## src/rtl/freq_output_pkg.sv

```systemverilog
// Constants, types and command tables of the frequency output command unit.
// Assumes a single 25 MHz clock and parameters set from outside.
// Function
// - Command edge of counter clear zeroes the differential counter.
// - With special mode 1, counter clear also zeroes the trim counter.
// - Counter clear set by input function 1, code 60 or FF04; 0 releases.
// - Input polarity 0 makes a low input level the active command.
// - While index align is active, each input index resets the index count.
// - Index align set by input function 12, code 69 or FF16.
// - Static index level with index align active holds output index off.
// - Loop decouple drops closed loop and outputs lowest frequency, 0.1 Hz.
// - Loop decouple set by input function 2, code 55 or FF06.
// - Manual move ramps up to end frequency, holds, then ramps to zero.
// - Zero ramp time steps straight to end frequency and back to zero.
// - Release during upward ramp ramps down from the reached frequency.
// - Reassert during down ramp, special mode 0: step to zero, ramp up.
// - Reassert during down ramp, special mode nonzero: ramp up from here.
// - End frequency change while holding applies at once as a step.
// - Manual move set by input function 4, code 59 or FF08.
// - Output source 3 shows the output direction.
// - Output source 6 is high for the whole movement.
// - Limit switch level set by input function 9, code 57 or FF12.
// - Direction command reverses the synthesized output direction.
package freq_output_pkg;

  // ----------------------------------------
  // Timing
  // ----------------------------------------
  localparam int CLK_HZ = 25_000_000;
  localparam int FREQ_SCALE = 10;
  localparam longint NCO_LIMIT_L = longint'(CLK_HZ) * FREQ_SCALE;
  localparam logic [27:0] NCO_LIMIT = NCO_LIMIT_L[27:0];
  localparam logic [23:0] MIN_FREQ = 24'h000001;
  localparam int RAMP_UNIT_S = 1;
  localparam longint RAMP_CYCLES_L = longint'(RAMP_UNIT_S) * CLK_HZ;
  localparam logic [35:0] RAMP_UNIT_CYCLES = RAMP_CYCLES_L[35:0];

  // ----------------------------------------
  // Widths
  // ----------------------------------------
  localparam int NUM_INPUTS = 4;
  localparam int NUM_OUTPUTS = 2;
  localparam int NUM_CMDS = 6;
  localparam int FREQ_W = 24;
  localparam int CNT_W = 16;

  // ----------------------------------------
  // Command slots
  // ----------------------------------------
  localparam int CMD_CLEAR = 0;
  localparam int CMD_DECOUPLE = 1;
  localparam int CMD_MANUAL = 2;
  localparam int CMD_LIMIT = 3;
  localparam int CMD_INDEX = 4;
  localparam int CMD_DIRECTION = 5;

  localparam logic [NUM_CMDS-1:0][15:0] CMD_ADDR = {
    16'hFF00, 16'hFF16, 16'hFF12, 16'hFF08, 16'hFF06, 16'hFF04};
  localparam logic [NUM_CMDS-1:0][7:0] CMD_CODE = {
    8'h3A, 8'h45, 8'h39, 8'h3B, 8'h37, 8'h3C};
  localparam logic [NUM_CMDS-1:0][3:0] CMD_FUNC = {
    4'h3, 4'hC, 4'h9, 4'h4, 4'h2, 4'h1};

  localparam logic [7:0] CODE_DIFF = 8'h01;
  localparam logic [7:0] CODE_TRIM = 8'h04;

  // ----------------------------------------
  // Option codes
  // ----------------------------------------
  localparam logic [2:0] OUT_SRC_DIRECTION = 3'h3;
  localparam logic [2:0] OUT_SRC_MOVEMENT = 3'h6;
  localparam logic [1:0] SPECIAL_NONE = 2'h0;
  localparam logic [1:0] SPECIAL_TRIM_CLEAR = 2'h1;

  // ----------------------------------------
  // Carriers
  // ----------------------------------------
  typedef struct packed {
    logic [1:0] special_mode;
    logic [7:0] ramp_s;
    logic [FREQ_W-1:0] end_freq;
    logic [CNT_W-1:0] pulses_per_rev;
    logic [NUM_INPUTS-1:0][3:0] in_func;
    logic [NUM_INPUTS-1:0] in_pol;
    logic [NUM_OUTPUTS-1:0][2:0] out_src;
  } config_type;

  typedef struct packed {
    logic wr;
    logic serial;
    logic [15:0] addr;
    logic [15:0] data;
  } reg_access_type;

endpackage

```

## src/rtl/freq_output_command_unit.sv

```systemverilog
// Command handling and output pulse synthesis of the frequency unit.
// Assumes encoder and control pins are asynchronous; host writes are
// single-cycle pulses on clock.
`timescale 1ns/1ps
module freq_output_command_unit (
  // Clock and reset
  input wire logic clock,
  input wire logic rst,
  // Parameters
  input wire freq_output_pkg::config_type cfg,
  // Host register access
  input wire freq_output_pkg::reg_access_type host,
  output logic [15:0] rd_data_q,
  // Encoder input pins
  input wire logic enc_a,
  input wire logic enc_b,
  input wire logic enc_index,
  // Control input pins
  input wire logic [freq_output_pkg::NUM_INPUTS-1:0] ctrl_in,
  // Trim pulses from the trim logic
  input wire logic trim_up,
  input wire logic trim_down,
  // Encoder output pins
  output logic out_a_q,
  output logic out_b_q,
  output logic out_index_q,
  // Control outputs and status
  output logic [freq_output_pkg::NUM_OUTPUTS-1:0] ctrl_out_q,
  output logic limit_level_q,
  output logic dir_q
);

  localparam int NC = freq_output_pkg::NUM_CMDS;
  localparam int NI = freq_output_pkg::NUM_INPUTS;
  localparam int CW = freq_output_pkg::CNT_W;

  logic [NI-1:0] in_active;
  logic [2:0] enc_active;
  logic [NC-1:0] cmd_in;
  logic [NC-1:0] cmd_reg_q;
  logic [NC-1:0] cmd_q;
  logic [NC-1:0] cmd_prev_q;
  logic clear_edge;
  logic a_prev_q;
  logic idx_prev_q;
  logic in_up;
  logic in_down;
  logic [CW-1:0] diff_q;
  logic [CW-1:0] trim_q;
  logic [23:0] ramp_freq;
  logic ramp_busy;
  logic [23:0] nco_freq;
  logic [27:0] nco_q;
  logic [27:0] nco_sum;
  logic step_q;
  logic step_dir_q;
  logic [1:0] phase_q;
  logic [CW-1:0] idx_cnt_q;
  logic idx_hold;
  logic decoupled;
  logic moving;

  // ----------------------------------------
  // Pin synchronisers
  // ----------------------------------------
  level_sync #(.W(NI)) u_ctrl_sync (
    .clock(clock),
    .rst(rst),
    .pin(ctrl_in),
    .pol(cfg.in_pol),
    .active(in_active)
  );

  level_sync #(.W(3)) u_enc_sync (
    .clock(clock),
    .rst(rst),
    .pin({enc_index, enc_b, enc_a}),
    .pol(3'h7),
    .active(enc_active)
  );

  // ----------------------------------------
  // Command sources
  // ----------------------------------------
  always_comb
  begin
    cmd_in = '0;
    for (int c = 0; c < NC; c++)
      for (int i = 0; i < NI; i++)
        if (in_active[i] && cfg.in_func[i] == freq_output_pkg::CMD_FUNC[c])
          cmd_in[c] = 1'b1;
  end

  for (genvar c = 0; c < NC; c++)
  begin : g_cmd
    logic hit;
    assign hit = host.serial
      ? (host.addr[7:0] == freq_output_pkg::CMD_CODE[c])
      : (host.addr == freq_output_pkg::CMD_ADDR[c]);
    always_ff @(posedge clock or posedge rst)
    begin
      if (rst)
        cmd_reg_q[c] <= 1'b0;
      else if (host.wr && hit)
        cmd_reg_q[c] <= host.data[0];
    end
  end

  always_ff @(posedge clock or posedge rst)
  begin
    if (rst)
    begin
      cmd_q <= '0;
      cmd_prev_q <= '0;
    end
    else
    begin
      cmd_q <= cmd_in | cmd_reg_q;
      cmd_prev_q <= cmd_q;
    end
  end

  assign clear_edge = cmd_q[freq_output_pkg::CMD_CLEAR]
    & ~cmd_prev_q[freq_output_pkg::CMD_CLEAR];
  assign decoupled = cmd_q[freq_output_pkg::CMD_DECOUPLE];

  // ----------------------------------------
  // Encoder input decode
  // ----------------------------------------
  always_ff @(posedge clock or posedge rst)
  begin
    if (rst)
    begin
      a_prev_q <= 1'b0;
      idx_prev_q <= 1'b0;
    end
    else
    begin
      a_prev_q <= enc_active[0];
      idx_prev_q <= enc_active[2];
    end
  end

  assign in_up = enc_active[0] & ~a_prev_q & ~enc_active[1];
  assign in_down = enc_active[0] & ~a_prev_q & enc_active[1];

  // ----------------------------------------
  // Differential and trim counters
  // ----------------------------------------
  always_ff @(posedge clock or posedge rst)
  begin
    if (rst)
      diff_q <= '0;
    else if (clear_edge)
      diff_q <= '0;
    else
      diff_q <= diff_q + CW'(in_up) - CW'(in_down)
        - CW'(step_q & ~step_dir_q) + CW'(step_q & step_dir_q);
  end

  always_ff @(posedge clock or posedge rst)
  begin
    if (rst)
      trim_q <= '0;
    else if (clear_edge
      && cfg.special_mode == freq_output_pkg::SPECIAL_TRIM_CLEAR)
      trim_q <= '0;
    else
      trim_q <= trim_q + CW'(trim_up) - CW'(trim_down);
  end

  // ----------------------------------------
  // Manual move ramp
  // ----------------------------------------
  manual_ramp u_ramp (
    .clock(clock),
    .rst(rst),
    .run(cmd_q[freq_output_pkg::CMD_MANUAL]),
    .ramp_s(cfg.ramp_s),
    .end_freq(cfg.end_freq),
    .special_mode(cfg.special_mode),
    .freq_q(ramp_freq),
    .busy(ramp_busy)
  );

  assign moving = ramp_busy | (ramp_freq != 24'h0);

  // ----------------------------------------
  // Output pulse synthesis
  // ----------------------------------------
  assign nco_freq = (ramp_freq != 24'h0) ? ramp_freq
    : freq_output_pkg::MIN_FREQ;
  assign nco_sum = nco_q + 28'(nco_freq);

  always_ff @(posedge clock or posedge rst)
  begin
    if (rst)
    begin
      nco_q <= '0;
      step_q <= 1'b0;
      step_dir_q <= 1'b0;
    end
    else if (decoupled)
    begin
      step_dir_q <= 1'b0;
      if (nco_sum >= freq_output_pkg::NCO_LIMIT)
      begin
        nco_q <= nco_sum - freq_output_pkg::NCO_LIMIT;
        step_q <= 1'b1;
      end
      else
      begin
        nco_q <= nco_sum;
        step_q <= 1'b0;
      end
    end
    else
    begin
      nco_q <= '0;
      step_q <= (diff_q != '0) && !step_q;
      step_dir_q <= diff_q[CW-1];
    end
  end

  // ----------------------------------------
  // Quadrature and direction pins
  // ----------------------------------------
  always_ff @(posedge clock or posedge rst)
  begin
    if (rst)
      phase_q <= 2'h0;
    else if (step_q && (step_dir_q
      ^ cmd_q[freq_output_pkg::CMD_DIRECTION]))
      phase_q <= phase_q - 2'h1;
    else if (step_q)
      phase_q <= phase_q + 2'h1;
  end

  always_ff @(posedge clock or posedge rst)
  begin
    if (rst)
    begin
      out_a_q <= 1'b0;
      out_b_q <= 1'b0;
      dir_q <= 1'b1;
    end
    else
    begin
      out_a_q <= phase_q[1];
      out_b_q <= phase_q[1] ^ phase_q[0];
      dir_q <= ~(step_dir_q
        ^ cmd_q[freq_output_pkg::CMD_DIRECTION]);
    end
  end

  // ----------------------------------------
  // Output index
  // ----------------------------------------
  assign idx_hold = cmd_q[freq_output_pkg::CMD_INDEX] & enc_active[2];

  always_ff @(posedge clock or posedge rst)
  begin
    if (rst)
      idx_cnt_q <= '0;
    else if (idx_hold && !idx_prev_q)
      idx_cnt_q <= '0;
    else if (idx_hold)
      idx_cnt_q <= '0;
    else if (step_q && idx_cnt_q + CW'(1) >= cfg.pulses_per_rev)
      idx_cnt_q <= '0;
    else if (step_q)
      idx_cnt_q <= idx_cnt_q + CW'(1);
  end

  always_ff @(posedge clock or posedge rst)
  begin
    if (rst)
      out_index_q <= 1'b0;
    else
      out_index_q <= (idx_cnt_q == '0) && !idx_hold;
  end

  // ----------------------------------------
  // Control outputs and limit level
  // ----------------------------------------
  for (genvar o = 0; o < freq_output_pkg::NUM_OUTPUTS; o++)
  begin : g_out
    always_ff @(posedge clock or posedge rst)
    begin
      if (rst)
        ctrl_out_q[o] <= 1'b0;
      else if (cfg.out_src[o] == freq_output_pkg::OUT_SRC_DIRECTION)
        ctrl_out_q[o] <= dir_q;
      else if (cfg.out_src[o] == freq_output_pkg::OUT_SRC_MOVEMENT)
        ctrl_out_q[o] <= moving;
      else
        ctrl_out_q[o] <= 1'b0;
    end
  end

  always_ff @(posedge clock or posedge rst)
  begin
    if (rst)
      limit_level_q <= 1'b0;
    else
      limit_level_q <= cmd_q[freq_output_pkg::CMD_LIMIT];
  end

  // ----------------------------------------
  // Register read back
  // ----------------------------------------
  always_ff @(posedge clock or posedge rst)
  begin
    if (rst)
      rd_data_q <= 16'h0000;
    else
    begin
      rd_data_q <= 16'h0000;
      if (host.serial && host.addr[7:0] == freq_output_pkg::CODE_DIFF)
        rd_data_q <= diff_q;
      else if (host.serial
        && host.addr[7:0] == freq_output_pkg::CODE_TRIM)
        rd_data_q <= trim_q;
      for (int c = 0; c < NC; c++)
        if (host.serial
          ? host.addr[7:0] == freq_output_pkg::CMD_CODE[c]
          : host.addr == freq_output_pkg::CMD_ADDR[c])
          rd_data_q <= {15'h0000, cmd_reg_q[c]};
    end
  end

endmodule

```

## src/rtl/level_sync.sv

```systemverilog
// Two-stage synchroniser with per-bit active level selection.
// Assumes pins are asynchronous to clock.
`timescale 1ns/1ps
module level_sync #(
  parameter int W = 1
) (
  // Clock and reset
  input wire logic clock,
  input wire logic rst,
  // Pins
  input wire logic [W-1:0] pin,
  input wire logic [W-1:0] pol,
  // Synchronised active levels
  output logic [W-1:0] active
);

  logic [W-1:0] meta_q;
  logic [W-1:0] sync_q;
  logic [1:0] fill_q;

  // ----------------------------------------
  // Fill tracker
  // ----------------------------------------
  // Holds levels off until both stages carry pin data
  always_ff @(posedge clock or posedge rst)
  begin
    if (rst)
      fill_q <= 2'h0;
    else
      fill_q <= {fill_q[0], 1'b1};
  end

  // ----------------------------------------
  // Per-bit synchroniser
  // ----------------------------------------
  for (genvar i = 0; i < W; i++)
  begin : g_bit
    always_ff @(posedge clock or posedge rst)
    begin
      if (rst)
      begin
        meta_q[i] <= 1'b0;
        sync_q[i] <= 1'b0;
      end
      else
      begin
        meta_q[i] <= pin[i];
        sync_q[i] <= meta_q[i];
      end
    end
    assign active[i] = fill_q[1] & ~(sync_q[i] ^ pol[i]);
  end

endmodule

```

## src/rtl/manual_ramp.sv

```systemverilog
// Manual move ramp generator in units of 0.1 Hz.
// Assumes end frequency and ramp time are stable parameters.
`timescale 1ns/1ps
module manual_ramp (
  // Clock and reset
  input wire logic clock,
  input wire logic rst,
  // Control
  input wire logic run,
  input wire logic [7:0] ramp_s,
  input wire logic [23:0] end_freq,
  input wire logic [1:0] special_mode,
  // Result
  output logic [23:0] freq_q,
  output logic busy
);

  typedef enum logic [3:0] {
    IDLE = 4'b0001,
    UP = 4'b0010,
    HOLD = 4'b0100,
    DOWN = 4'b1000
  } ramp_state_type;

  ramp_state_type state_q;
  logic [35:0] span;
  logic [35:0] acc_q;
  logic [35:0] acc_sum;
  logic step;
  logic no_ramp;

  assign span = 36'(ramp_s) * freq_output_pkg::RAMP_UNIT_CYCLES;
  assign no_ramp = (ramp_s == 8'h00);
  assign acc_sum = acc_q + 36'(end_freq);
  assign step = (acc_sum >= span);
  assign busy = (state_q != IDLE);

  // ----------------------------------------
  // Slope accumulator
  // ----------------------------------------
  always_ff @(posedge clock or posedge rst)
  begin
    if (rst)
      acc_q <= 36'h0;
    else if (state_q == IDLE || state_q == HOLD)
      acc_q <= 36'h0;
    else if (step)
      acc_q <= acc_sum - span;
    else
      acc_q <= acc_sum;
  end

  // ----------------------------------------
  // Ramp sequence
  // ----------------------------------------
  always_ff @(posedge clock or posedge rst)
  begin
    if (rst)
    begin
      state_q <= IDLE;
      freq_q <= 24'h0;
    end
    else
    begin
      unique case (state_q)
        IDLE:
        begin
          if (run && no_ramp)
          begin
            freq_q <= end_freq;
            state_q <= HOLD;
          end
          else if (run)
            state_q <= UP;
        end
        UP:
        begin
          if (!run && no_ramp)
          begin
            freq_q <= 24'h0;
            state_q <= IDLE;
          end
          else if (!run)
            state_q <= DOWN;
          else if (no_ramp || freq_q >= end_freq)
          begin
            freq_q <= end_freq;
            state_q <= HOLD;
          end
          else if (step)
            freq_q <= freq_q + 24'h1;
        end
        HOLD:
        begin
          freq_q <= end_freq;
          if (!run && no_ramp)
          begin
            freq_q <= 24'h0;
            state_q <= IDLE;
          end
          else if (!run)
            state_q <= DOWN;
        end
        DOWN:
        begin
          if (run && no_ramp)
          begin
            freq_q <= end_freq;
            state_q <= HOLD;
          end
          else if (run)
          begin
            if (special_mode == freq_output_pkg::SPECIAL_NONE)
              freq_q <= 24'h0;
            state_q <= UP;
          end
          else if (no_ramp || freq_q == 24'h0)
          begin
            freq_q <= 24'h0;
            state_q <= IDLE;
          end
          else if (step)
            freq_q <= freq_q - 24'h1;
        end
      endcase
    end
  end

endmodule

```

## config.mk

```make
export PLATFORM = sky130hd
export DESIGN_NAME = freq_output_command_unit
export DESIGN_NICKNAME = d
export VERILOG_FILES = /design/src/rtl/freq_output_pkg.sv /design/src/rtl/freq_output_command_unit.sv /design/src/rtl/level_sync.sv /design/src/rtl/manual_ramp.sv
export SDC_FILE = /design/constraint.sdc
export NUM_CORES = 1
export LEC_CHECK = 0
export BUFFER_PORTS_ARGS = -buffer_cell sky130_fd_sc_hd__buf_2
export CAP_MARGIN = 10
export CORE_MARGIN = 2
export CORE_UTILIZATION = 48
export CTS_BUF_LIST = sky130_fd_sc_hd__clkbuf_8 sky130_fd_sc_hd__clkbuf_16
export DETAILED_ROUTE_END_ITERATION = 8
export PLACE_DENSITY = 0.64
export SLEW_MARGIN = 10
export SYNTH_ARGS = -nofsm -noshare
export SYNTH_HDL_FRONTEND = slang
export SYNTH_SLANG_ARGS = --single-unit
```

## constraint.sdc

```tcl
create_clock -name clock -period 9.7 [get_ports clock]
set_clock_uncertainty 0.05 [all_clocks]
set_input_delay 0.485 -clock clock [delete_from_list [all_inputs] [get_ports clock]]
set_output_delay 0.485 -clock clock [all_outputs]
set_load 0.005 [all_outputs]
```

==> run metrics <==
antenna violation net count after detailed routing 0; run status finished clean; Cell Area, Synth between 0.015 and 0.02 sq mm; Worst-path clk slew ~0.08 ns; Clock Tree Root clkbuf_16; most frequent cells in the layout inv_1 (222), ha_1 (211), dfrtp_1 (195); total CTS buffers 17; antenna violations before repair 0; Simple-Gate Fraction of Synth Area between 15 and 20%; register area share after synthesis about a quarter; H-Tree Depth 4; Worst Tran Pin Value 1.21 ns; Slew HR a little under a fifth; commonest non-fill, non-tap cell in the layout inv_1; Skew-Pair Late Insertion Delay between 0.4 and 0.5 ns; GR Overflow Total 0; Die Ht roughly 200 um; Die Area between 0.04 and 0.05 sq mm; max-cap violations 0; Worst Path Arrival about 8 ns; Cells after Synth ~2200; Post-CTS Repair Setup Buffers 0; Final Hold Slack 0.0766 ns; Tmin final between 7 and 8 ns; Post-Synthesis Net Count 2532; hold crit path type primary input to asynchronous set/reset pin; DRT Wirelength ~47000 um; GRT Max-Usage Layer met2; M2 GR Usage between 40% and 50%; CP required ~10 ns; Worst Path Class, Setup primary input to flip-flop; # DRC 0; final weighted congestion of routability-driven global placement 0.894; Synth Area in Compound Gates 20.5%; Setup TNS 0 ns; Reg2Reg Depth 16; Vias/cell 5.74; RSZ-0062 raised after global routing no; P&R area growth vs syn 8.76%; CTS Hold Bufs 0; Synth Area in XOR/XNOR between 7 and 8%; Seq cells post-synth roughly 200; period utilization between 70% and 80%; DRT iter0 DRCs 1159; first-pass GRT wire length about 80000 um; highest-delay cell along the critical path fa_1; M3 GR Usage under 10%; sequential standard cell area slightly below 0.005 sq mm; Synth cell types between 90 and 100; Top FF cell, synth dfrtp_1; Worst path max stage delay approximately 0.61 ns; Clock Path Buffers 2; largest net degree at the start of global routing 122; Post-synth EDFFs 0; IO Pins 144; total track usage approximately a quarter; worst-path fanout max 37; footprint of the multi-input gates between 0.01 and 0.015 sq mm; area of the core approximately 0.038 sq mm; antenna fix cells 0; clock sink count roughly 200; DP Wirelength roughly 37000 um; Fmax 131 MHz; count of final setup violators 0; Row Count 72; met1 Resource Use GR between 30% and 40%; Synthesis Warnings 0; max-slew violations 0; Die W between 200 and 250 um; Initial Util between 40 and 50%; post-cts resize count 0; CTS tree built; Critical Path End Type flip-flop; Synth Area in Adders 19.3%; Filler cells approximately 3600; main combinational cell family by area after synthesis compound AO/OA/AOI/OAI gates; vias in the first global route between 15000 and 20000; port bufs about 130; Async S/R FF share, synth 100%; wire per inst 17.1 um; mux contribution to synthesized area 2.01%; share of post-route cells with drive strength above 1 roughly 10%; nets approximately 2600; FF-to-FF End nco_q[10]; Vias 15812; First-pass DRT Iterations 6; final hold violation count 0; syn_area_per_cell 8.62 sq um; worst r2r src u_ramp.freq_q[19]; worst reg2reg setup slack about 3.4 ns; crit start category primary input
[cells in the mapped netlist, types with 13 or more instances]
cell type	n	area share, %
and2_1	17	0.57
a211oi_1	21	0.85
a22o_1	24	1.1
nor2_1	188	3.8
xnor2_1	86	4.1
or2_2	16	0.54
mux2i_1	26	1.4
clkbuf_1	64	1.3
o21a_1	22	0.89
o21bai_1	16	0.65
nand2_1	130	2.6
nor3_1	50	1.3
or3_1	15	0.51
buf_2	14	0.38
nand4_1	27	0.91
ha_1	211	14
a31oi_1	14	0.47
a21oi_1	152	4.1
nor4_1	14	0.47
nor2b_1	25	0.84
nand2b_1	25	0.84
o211ai_1	14	0.57
xor2_1	75	3.5
o21ai_0	58	1.6
nand3_1	59	1.6
and3_1	28	0.94
dfrtp_1	195	26
or4_1	13	0.53
fa_1	47	5.1
a21o_1	58	2.3
inv_1	223	4.5
[sequential cells by signal, summed over array words and instances (netlist names), 2 cells and up]
name / flops
u_ramp.acc_q: 36
nco_q: 28
u_ramp.freq_q: 24
diff_q: 16
idx_cnt_q: 16
rd_data_q: 16
trim_q: 16
cmd_q: 6
cmd_reg_q: 6
u_ctrl_sync.meta_q: 4
u_ctrl_sync.sync_q: 4
u_ramp.state_q: 4
u_enc_sync.meta_q: 3
u_enc_sync.sync_q: 3
ctrl_out_q: 2
phase_q: 2
[metal layers]
layer | routed length (um) | vias up | part of all wire [%]
met1 | 21600 | 7571 | 46
li1 | - | 7796 | -
met5 | 0 | - | 0
met3 | 2260 | 46 | 4.8
met2 | 22300 | 399 | 48
met4 | 800 | 0 | 1.7
[kinds of logic (layout without fill, tap and decap cells)]
logic type,count (synthesis),in the layout
AOI/OAI and AO/OA,543,543
xor gates and xnor gates,161,161
adders and majority gates,258,258
buffers and inverters,307,391
DFF,197,197
muxes,36,36
other,1,1
and+or+nand+nor,650,650
[worst max-delay path by stage]
stage	from	endpoint	slack, ns
after global routing	cfg[71]	u_ramp.acc_q[31]	1.46
after detailed placement	cfg[71]	u_ramp.acc_q[31]	1.63
after CTS	cfg[71]	u_ramp.acc_q[32]	2.11
after global placement	cfg[71]	u_ramp.freq_q[4]	1.72
final	cfg[71]	u_ramp.freq_q[4]	2.05
after floorplan	cfg[71]	u_ramp.acc_q[24]	2.94
[layout make-up]
type | instances | area share [%]
multi-input combinational | 1649 | 61.7
sequential | 197 | 24.4
inverter | 224 | 4.20
timing repair buffer | 135 | 3.44
tap | 518 | 3.21
clock buffer | 18 | 2.18
clock inverter | 14 | 0.843
[through the flow]
step	utilization [%]	std cells	instance area [sq um]	worst slack [ns]
after detailed placement	51.0	2723	19600	1.63
after CTS	52.6	2755	20200	2.11
after floorplan	-	2153	18600	2.94
after global placement	51.0	2723	19600	1.72
final	52.6	2755	20200	2.05
after global routing	52.6	2755	20200	1.46
[worst max-delay path: cells and delay by family]
family	cells	cell delay [ns]
adder cells (fa/ha/maj)	6	2.60
AND/OR/NAND/NOR	7	1.66
AO/OA/AOI/OAI	8	1.63
buffers and inverters	6	0.87
multiplexers	1	0.38
XOR/XNOR	1	0.28
Power is not shown: default switching activity piles up to over one toggle a cycle in this logic, so the estimate is an artifact.
